$ cat src/pkg/acm_defs.svh
/*
 * Constants of the activity counter monitor: offsets, field positions,
 * reset values and fixed event numbers.
 * Assumes inclusion by bare name wherever these values are needed.
 */
`ifndef ACM_DEFS_SVH
`define ACM_DEFS_SVH

`define ACM_NUM_CNT       5
`define ACM_CNT_W         64
`define ACM_ADDR_W        12
`define ACM_INC_W         2

`define ACM_OFF_CNT       12'h000
`define ACM_OFF_TYPE      12'h040
`define ACM_OFF_CNTEN     12'h080
`define ACM_OFF_AUX2      12'h090
`define ACM_OFF_AUX3      12'h098
`define ACM_OFF_AUX32     12'h0A0
`define ACM_OFF_HAUX32    12'h0A8

`define ACM_MON_EN_BIT    4
`define ACM_EVT_FIELD_W   16

`define ACM_EVT0          16'h0011
`define ACM_EVT1          16'h00EF
`define ACM_EVT2          16'h0008
`define ACM_EVT3          16'h00F0
`define ACM_EVT4          16'h00F1

`define ACM_AUX_RST       32'h0000_0000
`define ACM_CNTEN_RST     5'h1F
`define ACM_CNT_RST       64'h0000_0000_0000_0000

`endif

$ cat src/pkg/acm_pkg.sv
/*
 * Types of the activity counter monitor: carriers and state records.
 * Assumes acm_defs.svh is on the include path.
 */
`include "acm_defs.svh"

package acm_pkg;

	typedef enum logic [2:0]
	{
		ACM_MISS_IDLE  = 3'b001,
		ACM_MISS_COUNT = 3'b010,
		ACM_MISS_DRAIN = 3'b100
	} acm_miss_t;

	typedef struct packed
	{
		logic                  coreClkRun;
		logic [`ACM_INC_W-1:0] instRetired;
		logic                  missOutstanding;
		logic                  missDataReturn;
		logic [`ACM_INC_W-1:0] powerHint;
	} acm_events_t;

	typedef struct packed
	{
		logic [`ACM_ADDR_W-1:0] addr;
		logic [`ACM_CNT_W-1:0]  wdata;
		logic                   wr;
		logic                   rd;
		logic [1:0]             level;
	} acm_sysreq_t;

	typedef struct packed
	{
		logic [`ACM_ADDR_W-1:0] addr;
		logic                   rd;
	} acm_dbgreq_t;

	typedef struct packed
	{
		logic [`ACM_CNT_W-1:0] value;
	} acm_cnt_state_t;

	typedef struct packed
	{
		logic [31:0]              auxLevel2;
		logic [31:0]              auxLevel3;
		logic [31:0]              aux32;
		logic [31:0]              hypAux32;
		logic [`ACM_NUM_CNT-1:0]  cntEnable;
		acm_miss_t                missState;
		logic                     missPrev;
		logic                     constSync1;
		logic                     constSync2;
		logic                     constPrev;
		logic [`ACM_CNT_W-1:0]    sysRdata;
		logic                     sysTrap;
		logic [31:0]              dbgRdata;
	} acm_state_t;

endpackage

$ cat src/acm_wrap_counter.sv
/*
 * One 64-bit wrapping activity counter with load.
 * Assumes increments and loads come from logic on the same clock.
 */
`timescale 1ns/1ps
`include "acm_defs.svh"

module acm_wrap_counter
(
	input  wire logic                  clk,
	input  wire logic                  rst,
	input  wire logic [`ACM_INC_W-1:0] incAmount,
	input  wire logic                  load,
	input  wire logic [`ACM_CNT_W-1:0] loadValue,
	output logic      [`ACM_CNT_W-1:0] count
);

	acm_pkg::acm_cnt_state_t state_reg;
	acm_pkg::acm_cnt_state_t state_next;

	// ********************
	// Next value
	// ********************
	always_comb
	begin
		state_next = state_reg;
		if (load)
		begin
			state_next.value = loadValue;
		end
		else
		begin
			// Plain modulo sum: wraps to zero, no flag kept
			state_next.value = state_reg.value + {{(`ACM_CNT_W-`ACM_INC_W){1'b0}}, incAmount};
		end
	end

	// ********************
	// Storage
	// ********************
	always_ff @(posedge clk or posedge rst)
	begin
		if (rst)
		begin
			state_reg.value <= `ACM_CNT_RST;
		end
		else
		begin
			state_reg <= state_next;
		end
	end

	assign count = state_reg.value;

endmodule

$ cat src/acm_activity_monitor.sv
/*
 * Activity counter monitor: five fixed-event 64-bit counters, system
 * register port with level traps, read-only debug port.
 * Assumes event inputs come from core logic on clk; constTickToggle comes
 * from the system counter domain and flips once per tick.
 */
// Added by the designer: the strobed register port and the register offsets.
//
// What this block does
// - Exactly five counters, zero to four, 64-bit state only.
// - Each counter is 64 bits and wraps to zero on overflow.
// - No overflow flag and no interrupt on wrap.
// - Event selects are fixed; type fields ignore writes, return fixed number.
// - Counter zero counts core clock cycles, event 0x11.
// - Counter one follows constant system counter ticks, event 0xEF.
// - Counter two counts executed instructions incl. condition fails, event 0x08.
// - Counter three counts first miss until its data returns, event 0xF0.
// - Counter four counts high power activity hints, event 0xF1.
// - Debug port reads monitor registers only; writes have no effect.
// - System register reads and writes reach the monitor registers.
// - Bit 4 of level 2 and 3 aux control enables access, else trap.
// - Bit 4 of 32-bit aux control registers reads zero, ignores writes.
// - Configuration only from the highest level; counters read-only otherwise.
// - Core-clocked counters stop while the core clock is stopped.
//
`timescale 1ns/1ps
`include "acm_defs.svh"

module acm_activity_monitor
(
	input  wire logic                  clk,
	input  wire logic                  rst,
	input  wire acm_pkg::acm_events_t  events,
	input  wire logic                  constTickToggle,
	input  wire acm_pkg::acm_sysreq_t  sysReq,
	output logic      [`ACM_CNT_W-1:0] sysRdata,
	output logic                       sysTrap,
	input  wire acm_pkg::acm_dbgreq_t  dbgReq,
	output logic      [31:0]           dbgRdata
);

	acm_pkg::acm_state_t     state_reg;
	acm_pkg::acm_state_t     state_next;
	logic [`ACM_CNT_W-1:0]   cntValue [`ACM_NUM_CNT];
	logic [`ACM_INC_W-1:0]   cntInc   [`ACM_NUM_CNT];
	logic [`ACM_NUM_CNT-1:0] cntLoad;
	logic                    constTick;
	logic                    coreRun;
	logic                    sysAccess;
	logic                    monTrapped;
	logic [3:0]              sysCntHit;
	logic [3:0]              sysTypeHit;
	logic [3:0]              dbgCntHit;
	logic [3:0]              dbgTypeHit;

	// ********************
	// Helpers
	// ********************
	function automatic logic [3:0] decodeIdx
	(
		input logic [`ACM_ADDR_W-1:0] a,
		input logic [`ACM_ADDR_W-1:0] base,
		input logic                   halfWords
	);
		logic ok;
		ok = (a[11:6] == base[11:6]) && (a[1:0] == 2'b00) && (halfWords || !a[2]);
		ok = ok && ({1'b0, a[5:3]} < 4'(`ACM_NUM_CNT));
		return {ok, a[5:3]};
	endfunction

	function automatic logic [`ACM_EVT_FIELD_W-1:0] eventNumber
	(
		input logic [2:0] idx
	);
		logic [`ACM_EVT_FIELD_W-1:0] n;
		n = '0;
		case (idx)
			3'd0: n = `ACM_EVT0;
			3'd1: n = `ACM_EVT1;
			3'd2: n = `ACM_EVT2;
			3'd3: n = `ACM_EVT3;
			3'd4: n = `ACM_EVT4;
			default: n = '0;
		endcase
		return n;
	endfunction

	function automatic logic [31:0] clearMonBit
	(
		input logic [31:0] v
	);
		logic [31:0] r;
		r = v;
		r[`ACM_MON_EN_BIT] = 1'b0;
		return r;
	endfunction

	// ********************
	// Decode and traps
	// ********************
	assign sysCntHit  = decodeIdx(sysReq.addr, `ACM_OFF_CNT, 1'b0);
	assign sysTypeHit = decodeIdx(sysReq.addr, `ACM_OFF_TYPE, 1'b0);
	assign dbgCntHit  = decodeIdx(dbgReq.addr, `ACM_OFF_CNT, 1'b1);
	assign dbgTypeHit = decodeIdx(dbgReq.addr, `ACM_OFF_TYPE, 1'b0);
	assign sysAccess  = sysReq.rd || sysReq.wr;
	assign coreRun    = events.coreClkRun;
	assign constTick  = state_reg.constSync2 ^ state_reg.constPrev;

	always_comb
	begin
		monTrapped = 1'b0;
		// Lower levels trap while an enabling level holds the bit clear
		if (sysReq.level < 2'd3 && !state_reg.auxLevel3[`ACM_MON_EN_BIT])
		begin
			monTrapped = 1'b1;
		end
		if (sysReq.level < 2'd2 && !state_reg.auxLevel2[`ACM_MON_EN_BIT])
		begin
			monTrapped = 1'b1;
		end
	end

	// ********************
	// Counter feeds
	// ********************
	always_comb
	begin
		cntInc[0] = `ACM_INC_W'(coreRun && state_reg.cntEnable[0]);
		cntInc[1] = `ACM_INC_W'(constTick && state_reg.cntEnable[1]);
		cntInc[2] = (coreRun && state_reg.cntEnable[2]) ? events.instRetired : '0;
		cntInc[3] = `ACM_INC_W'(coreRun && state_reg.cntEnable[3]
			&& state_reg.missState == acm_pkg::ACM_MISS_COUNT);
		cntInc[4] = (coreRun && state_reg.cntEnable[4]) ? events.powerHint : '0;
		cntLoad = '0;
		// Only the top level may preset a counter
		if (sysReq.wr && sysCntHit[3] && sysReq.level == 2'd3 && !monTrapped)
		begin
			cntLoad[sysCntHit[2:0]] = 1'b1;
		end
	end

	// ********************
	// Counters
	// ********************
	for (genvar i = 0; i < `ACM_NUM_CNT; i++)
	begin : gCnt
		acm_wrap_counter uCnt
		(
			.clk       (clk),
			.rst       (rst),
			.incAmount (cntInc[i]),
			.load      (cntLoad[i]),
			.loadValue (sysReq.wdata),
			.count     (cntValue[i])
		);
	end

	// ********************
	// Next state
	// ********************
	always_comb
	begin
		state_next = state_reg;

		// Tick crossing from the system counter domain
		state_next.constSync1 = constTickToggle;
		state_next.constSync2 = state_reg.constSync1;
		state_next.constPrev  = state_reg.constSync2;

		// First-miss tracking: count only the first miss, then drain until no miss is outstanding
		state_next.missPrev = events.missOutstanding;
		case (state_reg.missState)
			acm_pkg::ACM_MISS_IDLE:
			begin
				if (events.missOutstanding && !state_reg.missPrev)
				begin
					state_next.missState = acm_pkg::ACM_MISS_COUNT;
				end
			end
			acm_pkg::ACM_MISS_COUNT:
			begin
				if (events.missDataReturn)
				begin
					state_next.missState = events.missOutstanding
						? acm_pkg::ACM_MISS_DRAIN : acm_pkg::ACM_MISS_IDLE;
				end
			end
			acm_pkg::ACM_MISS_DRAIN:
			begin
				if (!events.missOutstanding)
				begin
					state_next.missState = acm_pkg::ACM_MISS_IDLE;
				end
			end
			default:
			begin
				state_next.missState = acm_pkg::ACM_MISS_IDLE;
			end
		endcase

		// System register port
		state_next.sysRdata = '0;
		state_next.sysTrap  = 1'b0;
		if (sysAccess)
		begin
			if (sysCntHit[3] || sysTypeHit[3] || sysReq.addr == `ACM_OFF_CNTEN)
			begin
				state_next.sysTrap = monTrapped;
				if (!monTrapped && sysReq.rd)
				begin
					if (sysCntHit[3])
					begin
						state_next.sysRdata = cntValue[sysCntHit[2:0]];
					end
					else if (sysTypeHit[3])
					begin
						state_next.sysRdata = `ACM_CNT_W'(eventNumber(sysTypeHit[2:0]));
					end
					else
					begin
						state_next.sysRdata = `ACM_CNT_W'(state_reg.cntEnable);
					end
				end
				if (!monTrapped && sysReq.wr && sysReq.level == 2'd3
					&& sysReq.addr == `ACM_OFF_CNTEN)
				begin
					state_next.cntEnable = sysReq.wdata[`ACM_NUM_CNT-1:0];
				end
			end
			else if (sysReq.addr == `ACM_OFF_AUX2)
			begin
				state_next.sysTrap = sysReq.level < 2'd2;
				if (sysReq.level >= 2'd2 && sysReq.rd)
				begin
					state_next.sysRdata = `ACM_CNT_W'(state_reg.auxLevel2);
				end
				if (sysReq.level >= 2'd2 && sysReq.wr)
				begin
					state_next.auxLevel2 = sysReq.wdata[31:0];
				end
			end
			else if (sysReq.addr == `ACM_OFF_AUX3)
			begin
				state_next.sysTrap = sysReq.level != 2'd3;
				if (sysReq.level == 2'd3 && sysReq.rd)
				begin
					state_next.sysRdata = `ACM_CNT_W'(state_reg.auxLevel3);
				end
				if (sysReq.level == 2'd3 && sysReq.wr)
				begin
					state_next.auxLevel3 = sysReq.wdata[31:0];
				end
			end
			else if (sysReq.addr == `ACM_OFF_AUX32)
			begin
				if (sysReq.rd)
				begin
					state_next.sysRdata = `ACM_CNT_W'(state_reg.aux32);
				end
				if (sysReq.wr)
				begin
					state_next.aux32 = clearMonBit(sysReq.wdata[31:0]);
				end
			end
			else if (sysReq.addr == `ACM_OFF_HAUX32)
			begin
				state_next.sysTrap = sysReq.level < 2'd2;
				if (sysReq.level >= 2'd2 && sysReq.rd)
				begin
					state_next.sysRdata = `ACM_CNT_W'(state_reg.hypAux32);
				end
				if (sysReq.level >= 2'd2 && sysReq.wr)
				begin
					state_next.hypAux32 = clearMonBit(sysReq.wdata[31:0]);
				end
			end
		end

		// Debug port: read path only, nothing is ever written
		state_next.dbgRdata = '0;
		if (dbgReq.rd)
		begin
			if (dbgCntHit[3])
			begin
				state_next.dbgRdata = dbgReq.addr[2]
					? cntValue[dbgCntHit[2:0]][63:32]
					: cntValue[dbgCntHit[2:0]][31:0];
			end
			else if (dbgTypeHit[3])
			begin
				state_next.dbgRdata = 32'(eventNumber(dbgTypeHit[2:0]));
			end
			else if (dbgReq.addr == `ACM_OFF_CNTEN)
			begin
				state_next.dbgRdata = 32'(state_reg.cntEnable);
			end
		end
	end

	// ********************
	// State register
	// ********************
	always_ff @(posedge clk or posedge rst)
	begin
		if (rst)
		begin
			state_reg.auxLevel2  <= `ACM_AUX_RST;
			state_reg.auxLevel3  <= `ACM_AUX_RST;
			state_reg.aux32      <= `ACM_AUX_RST;
			state_reg.hypAux32   <= `ACM_AUX_RST;
			state_reg.cntEnable  <= `ACM_CNTEN_RST;
			state_reg.missState  <= acm_pkg::ACM_MISS_IDLE;
			state_reg.missPrev   <= 1'b0;
			state_reg.constSync1 <= 1'b0;
			state_reg.constSync2 <= 1'b0;
			state_reg.constPrev  <= 1'b0;
			state_reg.sysRdata   <= '0;
			state_reg.sysTrap    <= 1'b0;
			state_reg.dbgRdata   <= '0;
		end
		else
		begin
			state_reg <= state_next;
		end
	end

	// ********************
	// Outputs
	// ********************
	assign sysRdata = state_reg.sysRdata;
	assign sysTrap  = state_reg.sysTrap;
	assign dbgRdata = state_reg.dbgRdata;

endmodule

$ cat config.mk
export PLATFORM = sky130hd
export DESIGN_NAME = acm_activity_monitor
export DESIGN_NICKNAME = d
export VERILOG_FILES = /design/src/pkg/acm_pkg.sv /design/src/acm_wrap_counter.sv /design/src/acm_activity_monitor.sv
export VERILOG_INCLUDE_DIRS = /design/src /design/src/pkg
export SDC_FILE = /design/constraint.sdc
export NUM_CORES = 2
export LEC_CHECK = 0
export BUFFER_PORTS_ARGS = -buffer_cell sky130_fd_sc_hd__buf_2
export CORE_MARGIN = 4
export CORE_UTILIZATION = 45
export CTS_BUF_LIST = sky130_fd_sc_hd__clkbuf_2 sky130_fd_sc_hd__clkbuf_4 sky130_fd_sc_hd__clkbuf_8
export CTS_CLUSTER_SIZE = 14
export DETAILED_ROUTE_END_ITERATION = 7
export PLACE_DENSITY_LB_ADDON = 0.1
export SYNTH_ARGS = -nofsm -noshare
export SYNTH_HDL_FRONTEND = slang
export SYNTH_SLANG_ARGS = --single-unit
$ cat constraint.sdc
create_clock -name clk -period 44.2 [get_ports clk]
set_input_delay 13.26 -clock clk [delete_from_list [all_inputs] [get_ports clk]]
set_output_delay 13.26 -clock clk [all_outputs]
set_load 0.005 [all_outputs]
==> reports/metrics.cfg <==
[status]
outcome = complete, but fails checks
failed_checks = DRC

[drt]
met3_wirelength_mm = 10.9
drtAntennaViolNets = 0
routed_length_per_placed_instance_um = 27.2
met2_wirelength_mm = 53.4
drc = 3
first_pass_iters = 8
postRouteWirelength_mm = 120
via_count = 27800
met1Wirelength_mm = 50.3
detail_route.vias_per_cell = 6.32
drt_iter0_markers = 3358
top_signal_layer_used = met5

[floorplan]
io-pin-count = 200
die_area_mm2 = 0.0767
initial_core_util_pct = 45.4
dieWidth_um = 277
core.rowCount = 98
core_mm2 = 0.0716
chipHeight_um = 277

[place]
finalWeightedCongestion = 0.951
dp_hpwl_mm = 84.0
portBuffers = 199

[worst_setup_path]
setup.worst_path.start_class = primary input
r2r.worst_path.cells = 10
required_ns = 44.79
regToRegStartpoint = state_reg[106]$_DFFE_PP1P_
timing.rr.end = gCnt[2].uCnt.count[58]$_DFF_PP0_
cp_max_fo = 41
timing.reg2reg.setup_slack_ns = 40.26
path_class = primary input to flop
timing.critical_path.to_type = flop
cp_data_arrival_time_ns = 17.22

[logic_synthesis]
synth.net_count = 3469
ys_top_cells_by_area = sky130_fd_sc_hd__dfrtp_1, sky130_fd_sc_hd__mux2_2, sky130_fd_sc_hd__a21oi_1
synth.top_cells.by_count = sky130_fd_sc_hd__dfrtp_1, sky130_fd_sc_hd__nor2_1, sky130_fd_sc_hd__a21oi_1
synth_flop_cell = sky130_fd_sc_hd__dfrtp_1
yosys.area.top_type_share_pct = 42.2
syn-instance-count = 3354
synth.cell_area_mm2 = 0.0325
yosysTopAreaCell = sky130_fd_sc_hd__dfrtp_1
synth.ff_latch_count = 555
synth_enable_flop_cells = 0
synth_area_per_cell_um2 = 9.70
post_synthesis_sequential_area_ratio_pct = 42.7
async_reset_ff_share_pct = 100
ys_types = 73
synth_most_common_cell = sky130_fd_sc_hd__dfrtp_1
yosysWarningCount = 0

[pwr]
power_density_mw_per_mm2 = 32.5
power.static_leakage_nw = 16.0
design_power_total_mw = 1.17
ir_drop_uv = 26.9

[global_routing]
antenna_found_initial = 4
first_pass_grt_wire_length_mm = 179
gr-usage-all-layers_pct = 30.5
grt_pass1_vias = 27500
grt_overflow_total = 0
grt_max_degree = 159

[run]
max-cap-violations = 0

[sta]
fin_setup_tns_ns = 0
max-slew-margin-rel_pct = 11.3
maxClockFrequency_mhz = 60.1
clock-skew-final_ns = 0.0336
final-hold-violation-count = 0
setup_viol_count_final = 0
final.period_utilization_pct = 37.6
report.final.slew_viol_count = 0
worst_slew_pin_slew_ns = 1.33
grt_setup_unrepaired = false
finalCriticalPeriod_ns = 16.63

[clocking]
cts_made_buffers = 100
cts_tree = built
insertion_delay_ns = 0.74
post_cts_resized = 0
post_cts_hold_buffer_count = 0
clockRootBuffer = sky130_fd_sc_hd__clkbuf_8
cts_max_path_buffers = 3
h-tree-depth = 3
clkSlewWorstSetupHoldPaths_ns = 0.05
post_cts_buffers = 0
cts_num_sinks = 555

[min_path]
hold_depth = 0
hold_path.class = flop to flop
hp-start = state_next[98]$_DFF_PP0_
timing.hold.worst_endpoint = state_next[97]$_DFF_PP0_

[cells_and_area]
synth_to_layout_area_growth_pct = 10.6
nFillCells = 6702
drive_above_1_share_pct = 22.1
num-nets-final = 3481
largest_register_ff_count = 320

==> power breakdown <==
part | internal, mW | switching [mW]
combinational | 0.0220 | 0.0558
sequential | 0.510 | 0.00129
clock | 0.345 | 0.237
==> cell type report <==
class / instances / area, um^2 / area share (%)
antenna: 6 / 15.0 / 0.0417
inverter: 37 / 146 / 0.407
tap: 950 / 1190 / 3.30
sequential: 555 / 13900 / 38.6
clock buffer: 152 / 1920 / 5.34
multi-input combinational: 2420 / 16900 / 47.0
clock inverter: 33 / 500 / 1.39
timing repair buffer: 252 / 1410 / 3.93
==> worst max-delay path by stage <==
stage	start	to	slack, ns	depth (start not counted)
after CTS	sysReq[72]	state_reg[234]$_DFFE_PP0P_	27.74	8
final	sysReq[72]	state_reg[234]$_DFFE_PP0P_	27.57	8
after global routing	sysReq[72]	state_reg[234]$_DFFE_PP0P_	27.48	8
after floorplan	rst	dbgRdata[0]$_DFF_PP0_	15.43	1
after detailed placement	sysReq[72]	state_reg[234]$_DFFE_PP0P_	26.98	8
after global placement	sysReq[72]	state_reg[231]$_DFFE_PP0P_	27.02	8
==> critical path, stage by stage <==
cell                       delay, ns
sky130_fd_sc_hd__buf_2          0.08
sky130_fd_sc_hd__buf_4          0.45
sky130_fd_sc_hd__buf_4          0.65
sky130_fd_sc_hd__clkinv_1       0.19
sky130_fd_sc_hd__nor2_1         0.82
sky130_fd_sc_hd__nand4_1        0.39
sky130_fd_sc_hd__nor2_4         0.89
sky130_fd_sc_hd__mux2_2         0.43
==> cell usage in the layout (no fill, tap or decap), drive strengths merged, types with 35 or more instances in the layout <==
cell type  count
a21oi        396
a221oi        66
and3          66
buf          252
clkbuf       152
dfrtp        549
inv           38
mux2         181
mux4          86
nand2        159
nand3        136
nand4         95
nor2         432
nor3         108
nor4          41
o21ai         44
o22ai         35
xnor2        145
xor2         167
==> stage by stage <==
| stage | utilization [%] | worst slack (ns) | hold slack, ns | cells | cell area, um^2 |
|---|---|---|---|---|---|
| after floorplan | - | 15.43 | 0.331 | 3354 | 32500 |
| after global placement | 46.8 | 27.02 | 0.339 | 4214 | 33500 |
| after detailed placement | 46.8 | 26.98 | 0.350 | 4214 | 33500 |
| after CTS | 50.2 | 27.74 | 0.373 | 4399 | 36000 |
| after global routing | 50.2 | 27.48 | 0.380 | 4404 | 36000 |
| final | 50.2 | 27.57 | 0.368 | 4405 | 36000 |
==> cell families (layout without fill, tap and decap cells) <==
group	after synthesis	count (layout)	share of synthesized area (%)
and+or+nand+nor	1158	1158	17.6
AOI/OAI and AO/OA	649	649	12.1
DFF	555	555	42.7
buffers and inverters	379	474	5.71
xor gates and xnor gates	312	312	8.40
muxes	289	289	12.9
adders and majority gates	12	12	0.508
other	0	6	0
==> metal layers <==
metal,vias to the layer above,GRT usage (%)
li1,12100,-
met5,-,0
met1,13900,43.2
met3,299,5.56
met4,4,12.2
met2,1564,46.6
Note: power is estimated with default switching activity, not from simulation.
